**src/verilog/scm_pkg.sv**
```systemverilog
// shared types and constants of the serial channel mode and status block
//////////////////////////////////////////////////////////////////////////////
// Overview of operation
// all enables clear: stopped, pins are ports
// 3-wire mode decode; order bit picks MSB/LSB
// 3-wire clock source: pin input or driven
// async tx drives data-out, rx uses data-in
// async baud from pin or internal generator
// data-in pin stays a general port pin
// software programs only the listed combinations
// async receive errors recorded by type
// error status read-only, resets to zero
// error status meaningless in 3-wire mode
// overrun repeats until buffer is read
// software reads buffer to clear overrun
// receiver checks one stop bit only
// parity, framing, overrun kept as flags
// completed character moves into receive buffer
// overrun when buffer unread at completion; code flags it only when the 32-word fifo and output word are full
// software stops link before mode change
//////////////////////////////////////////////////////////////////////////////
package scm_pkg;

    typedef enum logic [1:0] {mode_stop, mode_three, mode_async} scm_mode_t;

    typedef struct packed {
        logic       tx_enable;
        logic       rx_enable;
        logic       baud_clock_select;
        logic       clocked_serial_enable;
        logic       bit_order_select;
        logic       shift_clock_source;
        logic       stop_length_select;
        logic [1:0] parity_mode;
    } scm_ctrl_t;

    typedef struct packed {
        logic [2:0] dir;
        logic [2:0] latch;
    } scm_port_t;

    typedef struct packed {
        logic data_lost_flag;
        logic framing_error_flag;
        logic parity_error_flag;
    } scm_err_t;

    localparam int         SCM_DATA_BITS  = 8;
    localparam int         SCM_FIFO_DEPTH = 32;
    localparam int         SCM_BAUD_W     = 12;
    localparam logic [3:0] SCM_OS_MID     = 4'h7;
    localparam logic [3:0] SCM_OS_LAST    = 4'hF;
    localparam logic [2:0] SCM_LAST_BIT   = 3'h7;
    localparam logic [3:0] SCM_SW_BITS    = 4'h8;
    localparam logic [3:0] SCM_FRAME_BASE = 4'hA;
    localparam logic [1:0] SCM_PAR_NONE   = 2'h0;
    localparam logic [1:0] SCM_PAR_ZERO   = 2'h1;
    localparam logic [1:0] SCM_PAR_ODD    = 2'h2;
    localparam logic [2:0] SCM_ERR_RESET  = 3'h0;
    localparam logic [7:0] SCM_RXB_RESET  = 8'hFF;

endpackage

```
**src/verilog/scm_serial_ch.sv**
```systemverilog
// serial channel: mode select, pin ownership, engines, receive status
`timescale 1ns/1ps
module scm_serial_ch #(
    parameter int BAUD_W = scm_pkg::SCM_BAUD_W
) (
    input  wire logic                clk,
    input  wire logic                rst,
    input  wire scm_pkg::scm_ctrl_t  ctrl,
    input  wire logic [BAUD_W-1:0]   baud_divisor,
    input  wire scm_pkg::scm_port_t  port,
    input  wire logic                pin0_in,
    input  wire logic                pin2_in,
    output logic                     pin0_out,
    output logic                     pin0_oe,
    output logic                     pin1_out,
    output logic                     pin1_oe,
    output logic                     pin2_out,
    output logic                     pin2_oe,
    input  wire logic [7:0]          tx_data,
    input  wire logic                tx_write,
    output logic                     tx_busy,
    output logic [7:0]               rx_data,
    output logic                     rx_valid,
    input  wire logic                rx_ready,
    output scm_pkg::scm_err_t        async_error_status,
    input  wire logic                status_read
);
    typedef enum {rx_idle, rx_start, rx_bits, rx_par, rx_stop} scm_rx_t;

    function automatic scm_pkg::scm_mode_t decode(scm_pkg::scm_ctrl_t c);
        if (!c.tx_enable && !c.rx_enable && !c.clocked_serial_enable)
            return scm_pkg::mode_stop;
        if (c.clocked_serial_enable && !c.tx_enable && !c.rx_enable &&
            !c.baud_clock_select)
            return scm_pkg::mode_three;
        if (!c.clocked_serial_enable && !c.bit_order_select &&
            !c.shift_clock_source)
            return scm_pkg::mode_async;
        // prohibited settings park the channel
        return scm_pkg::mode_stop;
    endfunction

    scm_pkg::scm_mode_t mode_q;
    scm_rx_t            rx_st_q;
    logic [1:0]  rxd_s_q, sck_s_q;
    logic        sck_d1_q, rxd, ext_rise, ext_fall, uart_tick;
    logic [BAUD_W-1:0] bcnt_q;
    logic        tick_q;
    logic [3:0]  ros_q, tos_q, tcnt_q, swcnt_q;
    logic [2:0]  rbit_q;
    logic [7:0]  rsh_q, swsh_q;
    logic        rpar_q, r_done_q, r_frm_q, r_perr_q;
    logic [11:0] tsh_q;
    logic        sck_int_q, sw_rise, sw_done_q, so_bit, so_q;
    logic        lost_q, in_valid, fifo_in_ready, lost_evt;
    logic [2:0]  err_set;

    //////////////////////////////////////////////////////////////////////////
    always_ff @(posedge clk) begin
        if (rst) begin
            rxd_s_q  <= 2'b11;
            sck_s_q  <= 2'b11;
            sck_d1_q <= 1'b1;
        end else begin
            rxd_s_q  <= {rxd_s_q[0], pin0_in};
            sck_s_q  <= {sck_s_q[0], pin2_in};
            sck_d1_q <= sck_s_q[1];
        end
    end
    assign rxd      = rxd_s_q[1];
    assign ext_rise = sck_s_q[1] && !sck_d1_q;
    assign ext_fall = !sck_s_q[1] && sck_d1_q;

    // mode decode
    always_ff @(posedge clk) begin
        if (rst) mode_q <= scm_pkg::mode_stop;
        else     mode_q <= decode(ctrl);
    end

    // stopped channel freezes the generator to save power
    always_ff @(posedge clk) begin
        if (rst || mode_q == scm_pkg::mode_stop) begin
            bcnt_q <= '0;
            tick_q <= 1'b0;
        end else if (bcnt_q == '0) begin
            bcnt_q <= baud_divisor;
            tick_q <= 1'b1;
        end else begin
            bcnt_q <= bcnt_q - 1'b1;
            tick_q <= 1'b0;
        end
    end
    // baud source select
    assign uart_tick = ctrl.baud_clock_select ? tick_q : ext_rise;

    //////////////////////////////////////////////////////////////////////////
    // async receiver, 16 ticks per bit
    always_ff @(posedge clk) begin
        if (rst || mode_q != scm_pkg::mode_async || !ctrl.rx_enable) begin
            rx_st_q  <= rx_idle;
            ros_q    <= '0;
            rbit_q   <= '0;
            rsh_q    <= scm_pkg::SCM_RXB_RESET;
            rpar_q   <= 1'b0;
            r_done_q <= 1'b0;
            r_frm_q  <= 1'b0;
            r_perr_q <= 1'b0;
        end else begin
            r_done_q <= 1'b0;
            if (uart_tick) begin
                ros_q <= ros_q + 4'h1;
                case (rx_st_q)
                    rx_idle: if (!rxd) begin
                        rx_st_q <= rx_start;
                        ros_q   <= '0;
                    end
                    // half-bit recheck rejects glitches on the line
                    rx_start: if (ros_q == scm_pkg::SCM_OS_MID) begin
                        ros_q   <= '0;
                        rbit_q  <= '0;
                        rx_st_q <= rxd ? rx_idle : rx_bits;
                    end
                    rx_bits: if (ros_q == scm_pkg::SCM_OS_LAST) begin
                        rsh_q  <= {rxd, rsh_q[7:1]};
                        rbit_q <= rbit_q + 3'h1;
                        if (rbit_q == scm_pkg::SCM_LAST_BIT)
                            rx_st_q <= (ctrl.parity_mode ==
                                        scm_pkg::SCM_PAR_NONE) ?
                                       rx_stop : rx_par;
                    end
                    rx_par: if (ros_q == scm_pkg::SCM_OS_LAST) begin
                        rpar_q  <= rxd;
                        rx_st_q <= rx_stop;
                    end
                    // one stop bit
                    rx_stop: if (ros_q == scm_pkg::SCM_OS_LAST) begin
                        rx_st_q  <= rx_idle;
                        r_done_q <= 1'b1;
                        r_frm_q  <= !rxd;
                        r_perr_q <= ctrl.parity_mode[1] &&
                                    ((^{rsh_q, rpar_q}) == ctrl.parity_mode[0]);
                    end
                    default: rx_st_q <= rx_idle;
                endcase
            end
        end
    end

    // async transmitter, LSB first
    always_ff @(posedge clk) begin
        if (rst || mode_q != scm_pkg::mode_async || !ctrl.tx_enable) begin
            tsh_q  <= '1;
            tcnt_q <= '0;
            tos_q  <= '0;
        end else if (tcnt_q == '0) begin
            if (tx_write) begin
                tos_q  <= '0;
                tcnt_q <= scm_pkg::SCM_FRAME_BASE +
                          {3'h0, ctrl.stop_length_select} +
                          {3'h0, ctrl.parity_mode != scm_pkg::SCM_PAR_NONE};
                if (ctrl.parity_mode == scm_pkg::SCM_PAR_NONE)
                    tsh_q <= {3'b111, tx_data, 1'b0};
                else if (ctrl.parity_mode == scm_pkg::SCM_PAR_ZERO)
                    tsh_q <= {2'b11, 1'b0, tx_data, 1'b0};
                else
                    tsh_q <= {2'b11, (^tx_data) ^ !ctrl.parity_mode[0],
                              tx_data, 1'b0};
            end
        end else if (uart_tick) begin
            tos_q <= tos_q + 4'h1;
            if (tos_q == scm_pkg::SCM_OS_LAST) begin
                tsh_q  <= {1'b1, tsh_q[11:1]};
                tcnt_q <= tcnt_q - 4'h1;
            end
        end
    end

    //////////////////////////////////////////////////////////////////////////
    // R3 3-wire shifter: samples on rising, out moves a clock later
    assign sw_rise = ctrl.shift_clock_source ?
                     (tick_q && !sck_int_q && swcnt_q != '0) : ext_rise;
    assign so_bit  = ctrl.bit_order_select ? swsh_q[0] : swsh_q[7];

    always_ff @(posedge clk) begin
        if (rst || mode_q != scm_pkg::mode_three) begin
            swsh_q    <= scm_pkg::SCM_RXB_RESET;
            swcnt_q   <= '0;
            sck_int_q <= 1'b1;
            sw_done_q <= 1'b0;
            so_q      <= 1'b1;
        end else begin
            sw_done_q <= 1'b0;
            // lag keeps data-out from moving with the rising clock pin
            so_q      <= so_bit;
            if (swcnt_q == '0) begin
                sck_int_q <= 1'b1;
                if (tx_write) begin
                    swsh_q  <= tx_data;
                    swcnt_q <= scm_pkg::SCM_SW_BITS;
                end
            end else begin
                if (ctrl.shift_clock_source && tick_q)
                    sck_int_q <= !sck_int_q;
                if (sw_rise) begin
                    swsh_q    <= ctrl.bit_order_select ?
                                 {rxd, swsh_q[7:1]} : {swsh_q[6:0], rxd};
                    swcnt_q   <= swcnt_q - 4'h1;
                    sw_done_q <= (swcnt_q == 4'h1);
                end
            end
        end
    end

    //////////////////////////////////////////////////////////////////////////
    // pin ownership
    always_ff @(posedge clk) begin
        if (rst) begin
            pin0_out <= 1'b0;
            pin0_oe  <= 1'b0;
            pin1_out <= 1'b0;
            pin1_oe  <= 1'b0;
            pin2_out <= 1'b0;
            pin2_oe  <= 1'b0;
            tx_busy  <= 1'b0;
        end else begin
            // data-in pin keeps port drive
            pin0_out <= port.latch[0];
            pin0_oe  <= !port.dir[0];
            tx_busy  <= (tcnt_q != '0) || (swcnt_q != '0);
            if (mode_q == scm_pkg::mode_three) begin
                pin1_out <= so_q;
                pin1_oe  <= 1'b1;
            end else if (mode_q == scm_pkg::mode_async && ctrl.tx_enable) begin
                pin1_out <= tsh_q[0];
                pin1_oe  <= 1'b1;
            end else begin
                pin1_out <= port.latch[1];
                pin1_oe  <= !port.dir[1];
            end
            if (mode_q == scm_pkg::mode_three && ctrl.shift_clock_source) begin
                pin2_out <= sck_int_q;
                pin2_oe  <= 1'b1;
            end else if (mode_q == scm_pkg::mode_three ||
                         (mode_q == scm_pkg::mode_async &&
                          !ctrl.baud_clock_select)) begin
                pin2_out <= 1'b0;
                pin2_oe  <= 1'b0;
            end else begin
                pin2_out <= port.latch[2];
                pin2_oe  <= !port.dir[2];
            end
        end
    end

    //////////////////////////////////////////////////////////////////////////
    assign in_valid = r_done_q || sw_done_q;
    // overrun while buffer full or unread after a loss
    assign lost_evt = in_valid && (lost_q || !fifo_in_ready);

    scm_fifo #(
        .WIDTH (scm_pkg::SCM_DATA_BITS),
        .DEPTH (scm_pkg::SCM_FIFO_DEPTH)
    ) u_rx_buf (
        .clk       (clk),
        .rst       (rst),
        .in_valid  (in_valid && !lost_evt),
        .in_ready  (fifo_in_ready),
        .in_data   (sw_done_q ? swsh_q : rsh_q),
        .out_valid (rx_valid),
        .out_ready (rx_ready),
        .out_data  (rx_data)
    );

    // a buffer read clears the loss, a new loss wins
    always_ff @(posedge clk) begin
        if (rst)           lost_q <= 1'b0;
        else if (lost_evt) lost_q <= 1'b1;
        else if (rx_valid && rx_ready) lost_q <= 1'b0;
    end

    // flags carry no meaning in 3-wire mode
    // three flags, set wins over clear-on-read
    assign err_set = {lost_evt, r_done_q && r_frm_q, r_done_q && r_perr_q};
    always_ff @(posedge clk) begin
        if (rst)
            async_error_status <= scm_pkg::SCM_ERR_RESET;
        else
            async_error_status <= (status_read ? scm_pkg::SCM_ERR_RESET :
                                   async_error_status) | err_set;
    end
endmodule // scm_serial_ch

```
**src/verilog/scm_fifo.sv**
```systemverilog
// receive buffer fifo with registered read data
`timescale 1ns/1ps
module scm_fifo #(
    parameter int WIDTH = 8,
    parameter int DEPTH = 32
) (
    input  wire logic             clk,
    input  wire logic             rst,
    input  wire logic             in_valid,
    output logic                  in_ready,
    input  wire logic [WIDTH-1:0] in_data,
    output logic                  out_valid,
    input  wire logic             out_ready,
    output logic      [WIDTH-1:0] out_data
);
    // depth must be a power of two: pointers carry one wrap bit
    localparam int AW = $clog2(DEPTH);

    logic [WIDTH-1:0] mem_q [DEPTH];
    logic [AW:0]      wp_q;
    logic [AW:0]      rp_q;
    logic             empty;

    assign empty    = (wp_q == rp_q);
    assign in_ready = !((wp_q[AW] != rp_q[AW]) &&
                        (wp_q[AW-1:0] == rp_q[AW-1:0]));

    always_ff @(posedge clk) begin
        if (in_valid && in_ready) begin
            mem_q[wp_q[AW-1:0]] <= in_data;
        end
    end

    always_ff @(posedge clk) begin
        if (rst) begin
            wp_q <= '0;
        end else if (in_valid && in_ready) begin
            wp_q <= wp_q + 1'b1;
        end
    end

    always_ff @(posedge clk) begin
        if (rst) begin
            rp_q      <= '0;
            out_valid <= 1'b0;
            out_data  <= {WIDTH{1'b1}};
        end else if (!empty && (!out_valid || out_ready)) begin
            out_data  <= mem_q[rp_q[AW-1:0]];
            rp_q      <= rp_q + 1'b1;
            out_valid <= 1'b1;
        end else if (out_ready) begin
            out_valid <= 1'b0;
        end
    end
endmodule // scm_fifo

```
**config.mk**
```make
export PLATFORM = sky130hd
export DESIGN_NAME = scm_serial_ch
export DESIGN_NICKNAME = d
export VERILOG_FILES = /design/src/verilog/scm_pkg.sv /design/src/verilog/scm_serial_ch.sv /design/src/verilog/scm_fifo.sv
export SDC_FILE = /design/constraint.sdc
export NUM_CORES = 1
export LEC_CHECK = 0
export BUFFER_PORTS_ARGS = -buffer_cell sky130_fd_sc_hd__buf_4
export CAP_MARGIN = 20
export CORE_MARGIN = 2
export CORE_UTILIZATION = 28
export DETAILED_ROUTE_END_ITERATION = 16
export SLEW_MARGIN = 30
export SYNTH_ARGS = -nofsm -noshare
export SYNTH_HDL_FRONTEND = slang
export SYNTH_SLANG_ARGS = --single-unit
```
**constraint.sdc**
```tcl
create_clock -name clk -period 3.9 [get_ports clk]
set_clock_uncertainty 0.2 [all_clocks]
set_input_delay 0.195 -clock clk [delete_from_list [all_inputs] [get_ports clk]]
set_output_delay 0.195 -clock clk [all_outputs]
set_load 0.1 [all_outputs]
```
# Word-level counts from Yosys, hierarchy flattened
# Memory sizes are Yosys's and may differ from the RTL's. A register that Yosys moved wholly into a read port is not among the register bits.
# Index checks and enable logic that the tools add are counted.
word_totals:
  regBits: 130
  ram_bits: 256
  input_bits: 42
  elab_cells: 228
  memories: 1
memory_table:
  columns: ["name", "words", "width", "read_ports", "rd_clocked_by_memory_dff", "wr", "line", "text"]
  rows:
  - ["u_rx_buf.mem_q", 32, 8, 1, 1, 1, "scm_fifo.sv:19", "logic [WIDTH-1:0] mem_q [DEPTH];"]
classes:
  add_sub_neg: 10
  eq_ne: 26
  n_mux: 72
  n_bitwise: 5
  reduce_logical: 78
ops:
  columns: ["op", "count"]
  rows:
  - ["2-to-1 mux 32 bit", 6]
  - ["one-hot mux 32 bit (5 select lines)", 1]
  - ["equality test 32 x 2 -> 1 bit, second input constant", 2]
  - ["2-to-1 mux 12 bit", 5]
  - ["2-to-1 mux 4 bit", 12]
  - ["2-to-1 mux 8 bit", 5]
  - ["equality test 32 x 1 -> 1 bit, second input constant", 1]
  - ["equality test 32 x 3 -> 1 bit, second input constant", 1]
  - ["zero test 32 bit", 1]
  - ["2-to-1 mux 1 bit", 28]
  - ["logical AND 1 bit", 23]
  - ["2-to-1 mux 10 bit", 2]
  - ["inequality test 2 bit, second input constant", 9]
  - ["zero test 1 bit", 17]
  - ["2-to-1 mux 2 bit", 7]
  - ["nonzero test 2 bit", 7]
  - ["adder 6 x 1 -> 6 bit, second input constant", 2]
  - ["zero test 12 bit", 1]
  - ["2-to-1 mux 3 bit", 4]
  - ["AND reduction 3 bit", 4]
  - ["subtractor 12 x 1 -> 12 bit, second input constant", 1]
  - ["logical OR 1 bit", 10]
  - ["parity 9 bit", 1]
  - ["adder 4 x 1 -> 4 bit, second input constant", 2]
  - ["29 further kinds", 39]

# Logic depth before layout (Yosys ltp)
logic_depth:
  ltp_word: 13
  ltp_mapped: 8

# Cells and area by module
# A second synthesis with hierarchy kept.
hier_totals:
  hier_cells: 1145
  area_unflattened_um2: 15310.9
by_module_without_submodules:
  columns: ["mod", "instances", "cells_each", "area_each_um2", "seq_area_each_um2"]
  rows:
  - ["scm_fifo", 1, 647, 11106.9, 8107.8]
  - ["scm_serial_ch", 1, 498, 4204.0, 1721.7]

# Worst setup path after synthesis
# Ideal clock, no wire load.
synth_path:
  path_type: "register to register"
  startpoint: "register sw_done_q"
  endpoint: "memory u_rx_buf.mem_q[28][0] (enable)"
  setup_ns: 0.370
  t_arrival_ns: 1.765
  required_ns: 3.330
  setup_slack_ns: 1.565
  path_stages_with_launch: 7
  path_buffers: 2
  period_less_slack_ns: 2.335
  path_cell_list: "dfxtp_1 -> clkbuf_1 -> or2_2 -> o211a_1 -> clkbuf_1 -> nand2_1 -> nor2_1"
synth_via:
  elab_chain_len: 7
synth_lines:
  columns: ["item", "line", "text"]
  rows:
  - ["start, declared", "scm_serial_ch.sv:54", "logic sck_int_q, sw_rise, sw_done_q, so_bit, so_q;"]
  - ["start signal, assigned", "scm_serial_ch.sv:208", "sw_done_q <= (swcnt_q == 4'h1);"]
  - ["logical OR 1 bit *", "scm_serial_ch.sv:256", "assign in_valid = r_done_q || sw_done_q;"]
  - ["logical AND 1 bit", "scm_serial_ch.sv:258", "assign lost_evt = in_valid && (lost_q || !fifo_in_ready);"]
  - ["zero test 1 bit", "scm_serial_ch.sv:266", ".in_valid (in_valid && !lost_evt),"]
  - ["logical AND 1 bit *", "scm_serial_ch.sv:266", null]
  - ["logical AND 1 bit *", "scm_fifo.sv:29", "if (in_valid && in_ready) begin"]
  - ["2-to-1 mux 1 bit *", "scm_fifo.sv:29", null]
  - ["2-to-1 mux 1 bit (implied by the code) *", "scm_fifo.sv:30", "mem_q[wp_q[AW-1:0]] <= in_data;"]
  - ["end, declared", "scm_fifo.sv:19", null]
# Mark *: on every way between the ends. The rest lies on a longest branch, timed or not.

# Worst setup path after layout
layout_path:
  startpoint: "register u_rx_buf.rp_q[2]"
  endpoint: "memory u_rx_buf.mem_q[16][5] (enable)"
layout_via:
  elab_chain_len: 9
  elab_cells_between_ends: 10
  classes_between: "eq/ne: 1; mux: 2; reduce/logical: 7"
layout_lines:
  columns: ["item", "line", "text"]
  rows:
  - ["start, declared", "scm_fifo.sv:21", "logic [AW:0] rp_q;"]
  - ["start signal, assigned", "scm_fifo.sv:49", "rp_q <= rp_q + 1'b1;"]
  - ["equality test 5 bit *", "scm_fifo.sv:26", "(wp_q[AW-1:0] == rp_q[AW-1:0]));"]
  - ["logical AND 1 bit *", "scm_fifo.sv:25", "assign in_ready = !((wp_q[AW] != rp_q[AW]) &&"]
  - ["logical OR 1 bit", "scm_serial_ch.sv:258", null]
  - ["logical AND 1 bit", "scm_serial_ch.sv:258", null]
  - ["zero test 1 bit", "scm_serial_ch.sv:266", null]
  - ["logical AND 1 bit", "scm_serial_ch.sv:266", null]
  - ["logical AND 1 bit *", "scm_fifo.sv:29", null]
  - ["2-to-1 mux 1 bit *", "scm_fifo.sv:29", null]
  - ["2-to-1 mux 1 bit (implied by the code) *", "scm_fifo.sv:30", null]
# Marks and branches as above.

==> results.yml <==
status:
  status: "finished, final reports clean"
clock_tree:
  post-cts-setup-buffers: 0
  cts_buffers: 40
  clk-insertion-delay-late_ns: 0.56
  clockBufferDepth: 3
  clkSinkCount: 363
  clkTransAtPathRegs_ns: 0.06
  cts_htree_levels: 2
  cts_tree: "done"
  root_buffer: "clkbuf_16"
floorplanning:
  fp.dieArea_mm2: 0.0567
  fp.dieH_um: 238
  fp.dieW_um: 238
  row_count: 85
  io_pins: 61
  start_util: 0.284
  fp.coreArea_mm2: 0.0540
yosys:
  synthSimpleGateAreaFrac: 0.0968
  synth_area_per_cell_um2: 13.9
  syn_inst: 1104
  yosys_warnings: 0
  synthMuxAreaShare: 0.120
  synth_top_area_share: 0.501
  synth_edf_count: 256
  synth_seq_cells: 363
  synthTopCellsByArea: "edfxtp_1, dfxtp_1, mux2i_1"
  synthAdderAreaFrac: 0.0114
  syn_nets: 1160
  ys.flop_type: "edfxtp_1"
  synth_xor_area_frac: 0.0226
  ys_types: 74
  syn_area_mm2: 0.0154
  synth_top_area_cell: "edfxtp_1"
  synth_top_family_by_area: "multiplexers"
  ys_seq_area_frac: 0.640
  synthArstFlopShare: 0
  synth_compound_area_frac: 0.0804
global_route:
  grt_pass1_vias: 9376
  grt-ovfl-total: 0
  track_usage: 0.126
  antenna_found_initial: 0
  grt_max_degree: 55
  grt_pass1_wl_mm: 54.9
power:
  total_power_w: 0.00852
  peakVddDrop_v: 0.000345
  power_density_mw_per_mm2: 467
  p_leak_nw: 6.67
routing:
  via_per_inst: 4.87
  antenna_left: 0
  drcViolationCount: 0
  wl_mm: 35.9
  first_pass_iters: 5
  drt-initial-drc-count: 708
  wire_per_inst_um: 18.6
  via_count: 9377
hold_path:
  min_from: "pin0_in"
  hold_end: "rxd_s_q[0]$_SDFF_PP1_"
  hold_depth: 3
  hold_class: "in -> reg"
timing:
  hold_ws_ns: 0.172
  worst_slew_pin_slew_ns: 0.881
  min_period_ns: 3.18
  rsz0062_at_grt: "no"
  slew_headroom: 0.408
  timing.final.crit_share: 0.815
  finalHoldViolations: 0
  setup_tns_ns: 0
  finalMaxSlewViolations: 0
  finalSetupViolCount: 0
  max_freq_mhz: 315
worst_setup_path:
  r2r_cells: 5
  worstPathRequired_ns: 3.87
  critPathLaunch: "u_rx_buf.rp_q[2]$_SDFFE_PP0P_"
  reg2reg_to: "u_rx_buf.mem_q[16][5]$_DFFE_PP_"
  reg2reg_from: "u_rx_buf.rp_q[2]$_SDFFE_PP0P_"
  crit_type: "reg -> reg"
  worstSetupStartpointType: "flop"
  critPathCaptureType: "flop"
  rrSetupSlack_ns: 0.72
  crit_fanout: 22
  worstPathArrival_ns: 3.15
finish:
  fin_cells: 1927
  syn_to_final_growth_pct: 18.9
  nets: 1258
  drive_above_1_share: 0.171
  fillers: 5185
  n_antenna_cell: 0
placement:
  place_hpwl_mm: 23.0
  gp_congestion: 0.839
  io_buffers: 60
  dp_cells: 1805
job:
  drv_cap: 0
-- state kept, by name, summed over array words and instances (netlist names), 6 cells and up --
| signal | flops |
|---|---|
| u_rx_buf.wp_q | 6 |
| rsh_q | 8 |
| u_rx_buf.rp_q | 6 |
| u_rx_buf.mem_q | 256 |
| bcnt_q | 12 |
| tsh_q | 10 |
| swsh_q | 8 |
| u_rx_buf.out_data | 8 |
-- layer usage --
layer / up-vias / wire length (um) / global-route usage
met5: - / 0 / 0
met4: 0 / 803 / 0.0354
li1: 4392 / - / -
met1: 4670 / 16200 / 0.168
met2: 248 / 17200 / 0.209
met3: 67 / 1660 / 0.0243
-- cells by family after synthesis --
family                     after synthesis
and+or+nand+nor                        302
muxes                                  126
DFF                                    363
AOI/OAI and AO/OA                      180
adders and majority gates               14
xor gates and xnor gates                38
buffers and inverters                   81
-- layout make-up --
type                            count  area, um^2  area share
Clock inverter                     28         303      0.0166
Timing Repair Buffer              120        1040      0.0570
Sequential cell                   363        9830       0.538
Multi-Input combinational cell    660        5100       0.279
Tap cell                          696         871      0.0477
Inverter                           17        63.8     0.00349
Clock buffer                       43        1050      0.0578
-- critical path, stage by stage, from the launching register on --
cell	delay, ns
dfxtp_1	0.76
xnor2_1	0.18
nand3b_1	0.18
o211a_1	0.32
nand2_1	0.46
nor2_1	0.69
-- cells in the final DEF, fill, tap and decap left out, types with 14 or more instances in the layout --
cell type and n:
a211oi_1 17, a21oi_1 58, a22oi_1 16, buf_4 68
clkbuf_16 42, dfxtp_1 105, dlygate4sd3_1 51, edfxtp_1 256
ha_1 14, inv_1 17, mux2_2 15, mux2i_1 70
mux4_2 29, nand2_1 71, nor2_1 110, nor3_1 18
o21ai_0 21, xnor2_1 29
-- power breakdown --
group / total [W] / leakage, nW / switching, W / internal, W
clock network: 0.00385 / 0.648 / 0.00156 / 0.00230
logic: 0.000543 / 2.12 / 0.000337 / 0.000205
registers: 0.00413 / 3.90 / 0.0000268 / 0.00410
total: 0.00852 / 6.67 / 0.00192 / 0.00660
-- synthesized netlist by cell type (10+ instances only) --
library cell and count:
a211oi_1 17, inv_1 17, nand2_1 71, edfxtp_1 256, nor2b_1 11, buf_2 16
mux4_1 12, nand3_1 12, a21oi_1 58, a22oi_1 16, clkbuf_1 31, o211ai_1 11
o21ai_0 22, dfxtp_1 107, nor3_1 18, mux2i_1 70, xnor2_1 29, mux4_2 29
ha_1 14, mux2_2 15, and3_1 10, nor2_1 110
-- how the worst max path moves through the flow --
stage                                       to  cells after the start
6_report       u_rx_buf.mem_q[16][5]$_DFFE_PP_                      5
5_1_grt        u_rx_buf.mem_q[16][5]$_DFFE_PP_                      5
4_1_cts        u_rx_buf.mem_q[16][5]$_DFFE_PP_                      5
3_5_place_dp   u_rx_buf.mem_q[16][0]$_DFFE_PP_                      5
3_3_place_gp   u_rx_buf.mem_q[20][5]$_DFFE_PP_                      5
2_1_floorplan  u_rx_buf.mem_q[28][0]$_DFFE_PP_                      6
-- stage by stage --
stage	setup WS [ns]	instance area (um^2)	utilization
after floorplan	1.57	15400	-
after global placement	0.843	16400	0.303
after detailed placement	0.752	16400	0.303
after CTS	0.720	18300	0.338
after global routing	0.533	18300	0.338
final	0.721	18300	0.338
-- repair_timing --
| action | 4_1_cts | 5_1_grt |
|---|---|---|
| resized for setup | 0 | 0 |
| hold endpoints to repair | 77 | 0 |
| hold buffers | 51 | 0 |
| endpoints found under the setup margin | 0 | 0 |
Power figures use the tool's default switching activity.
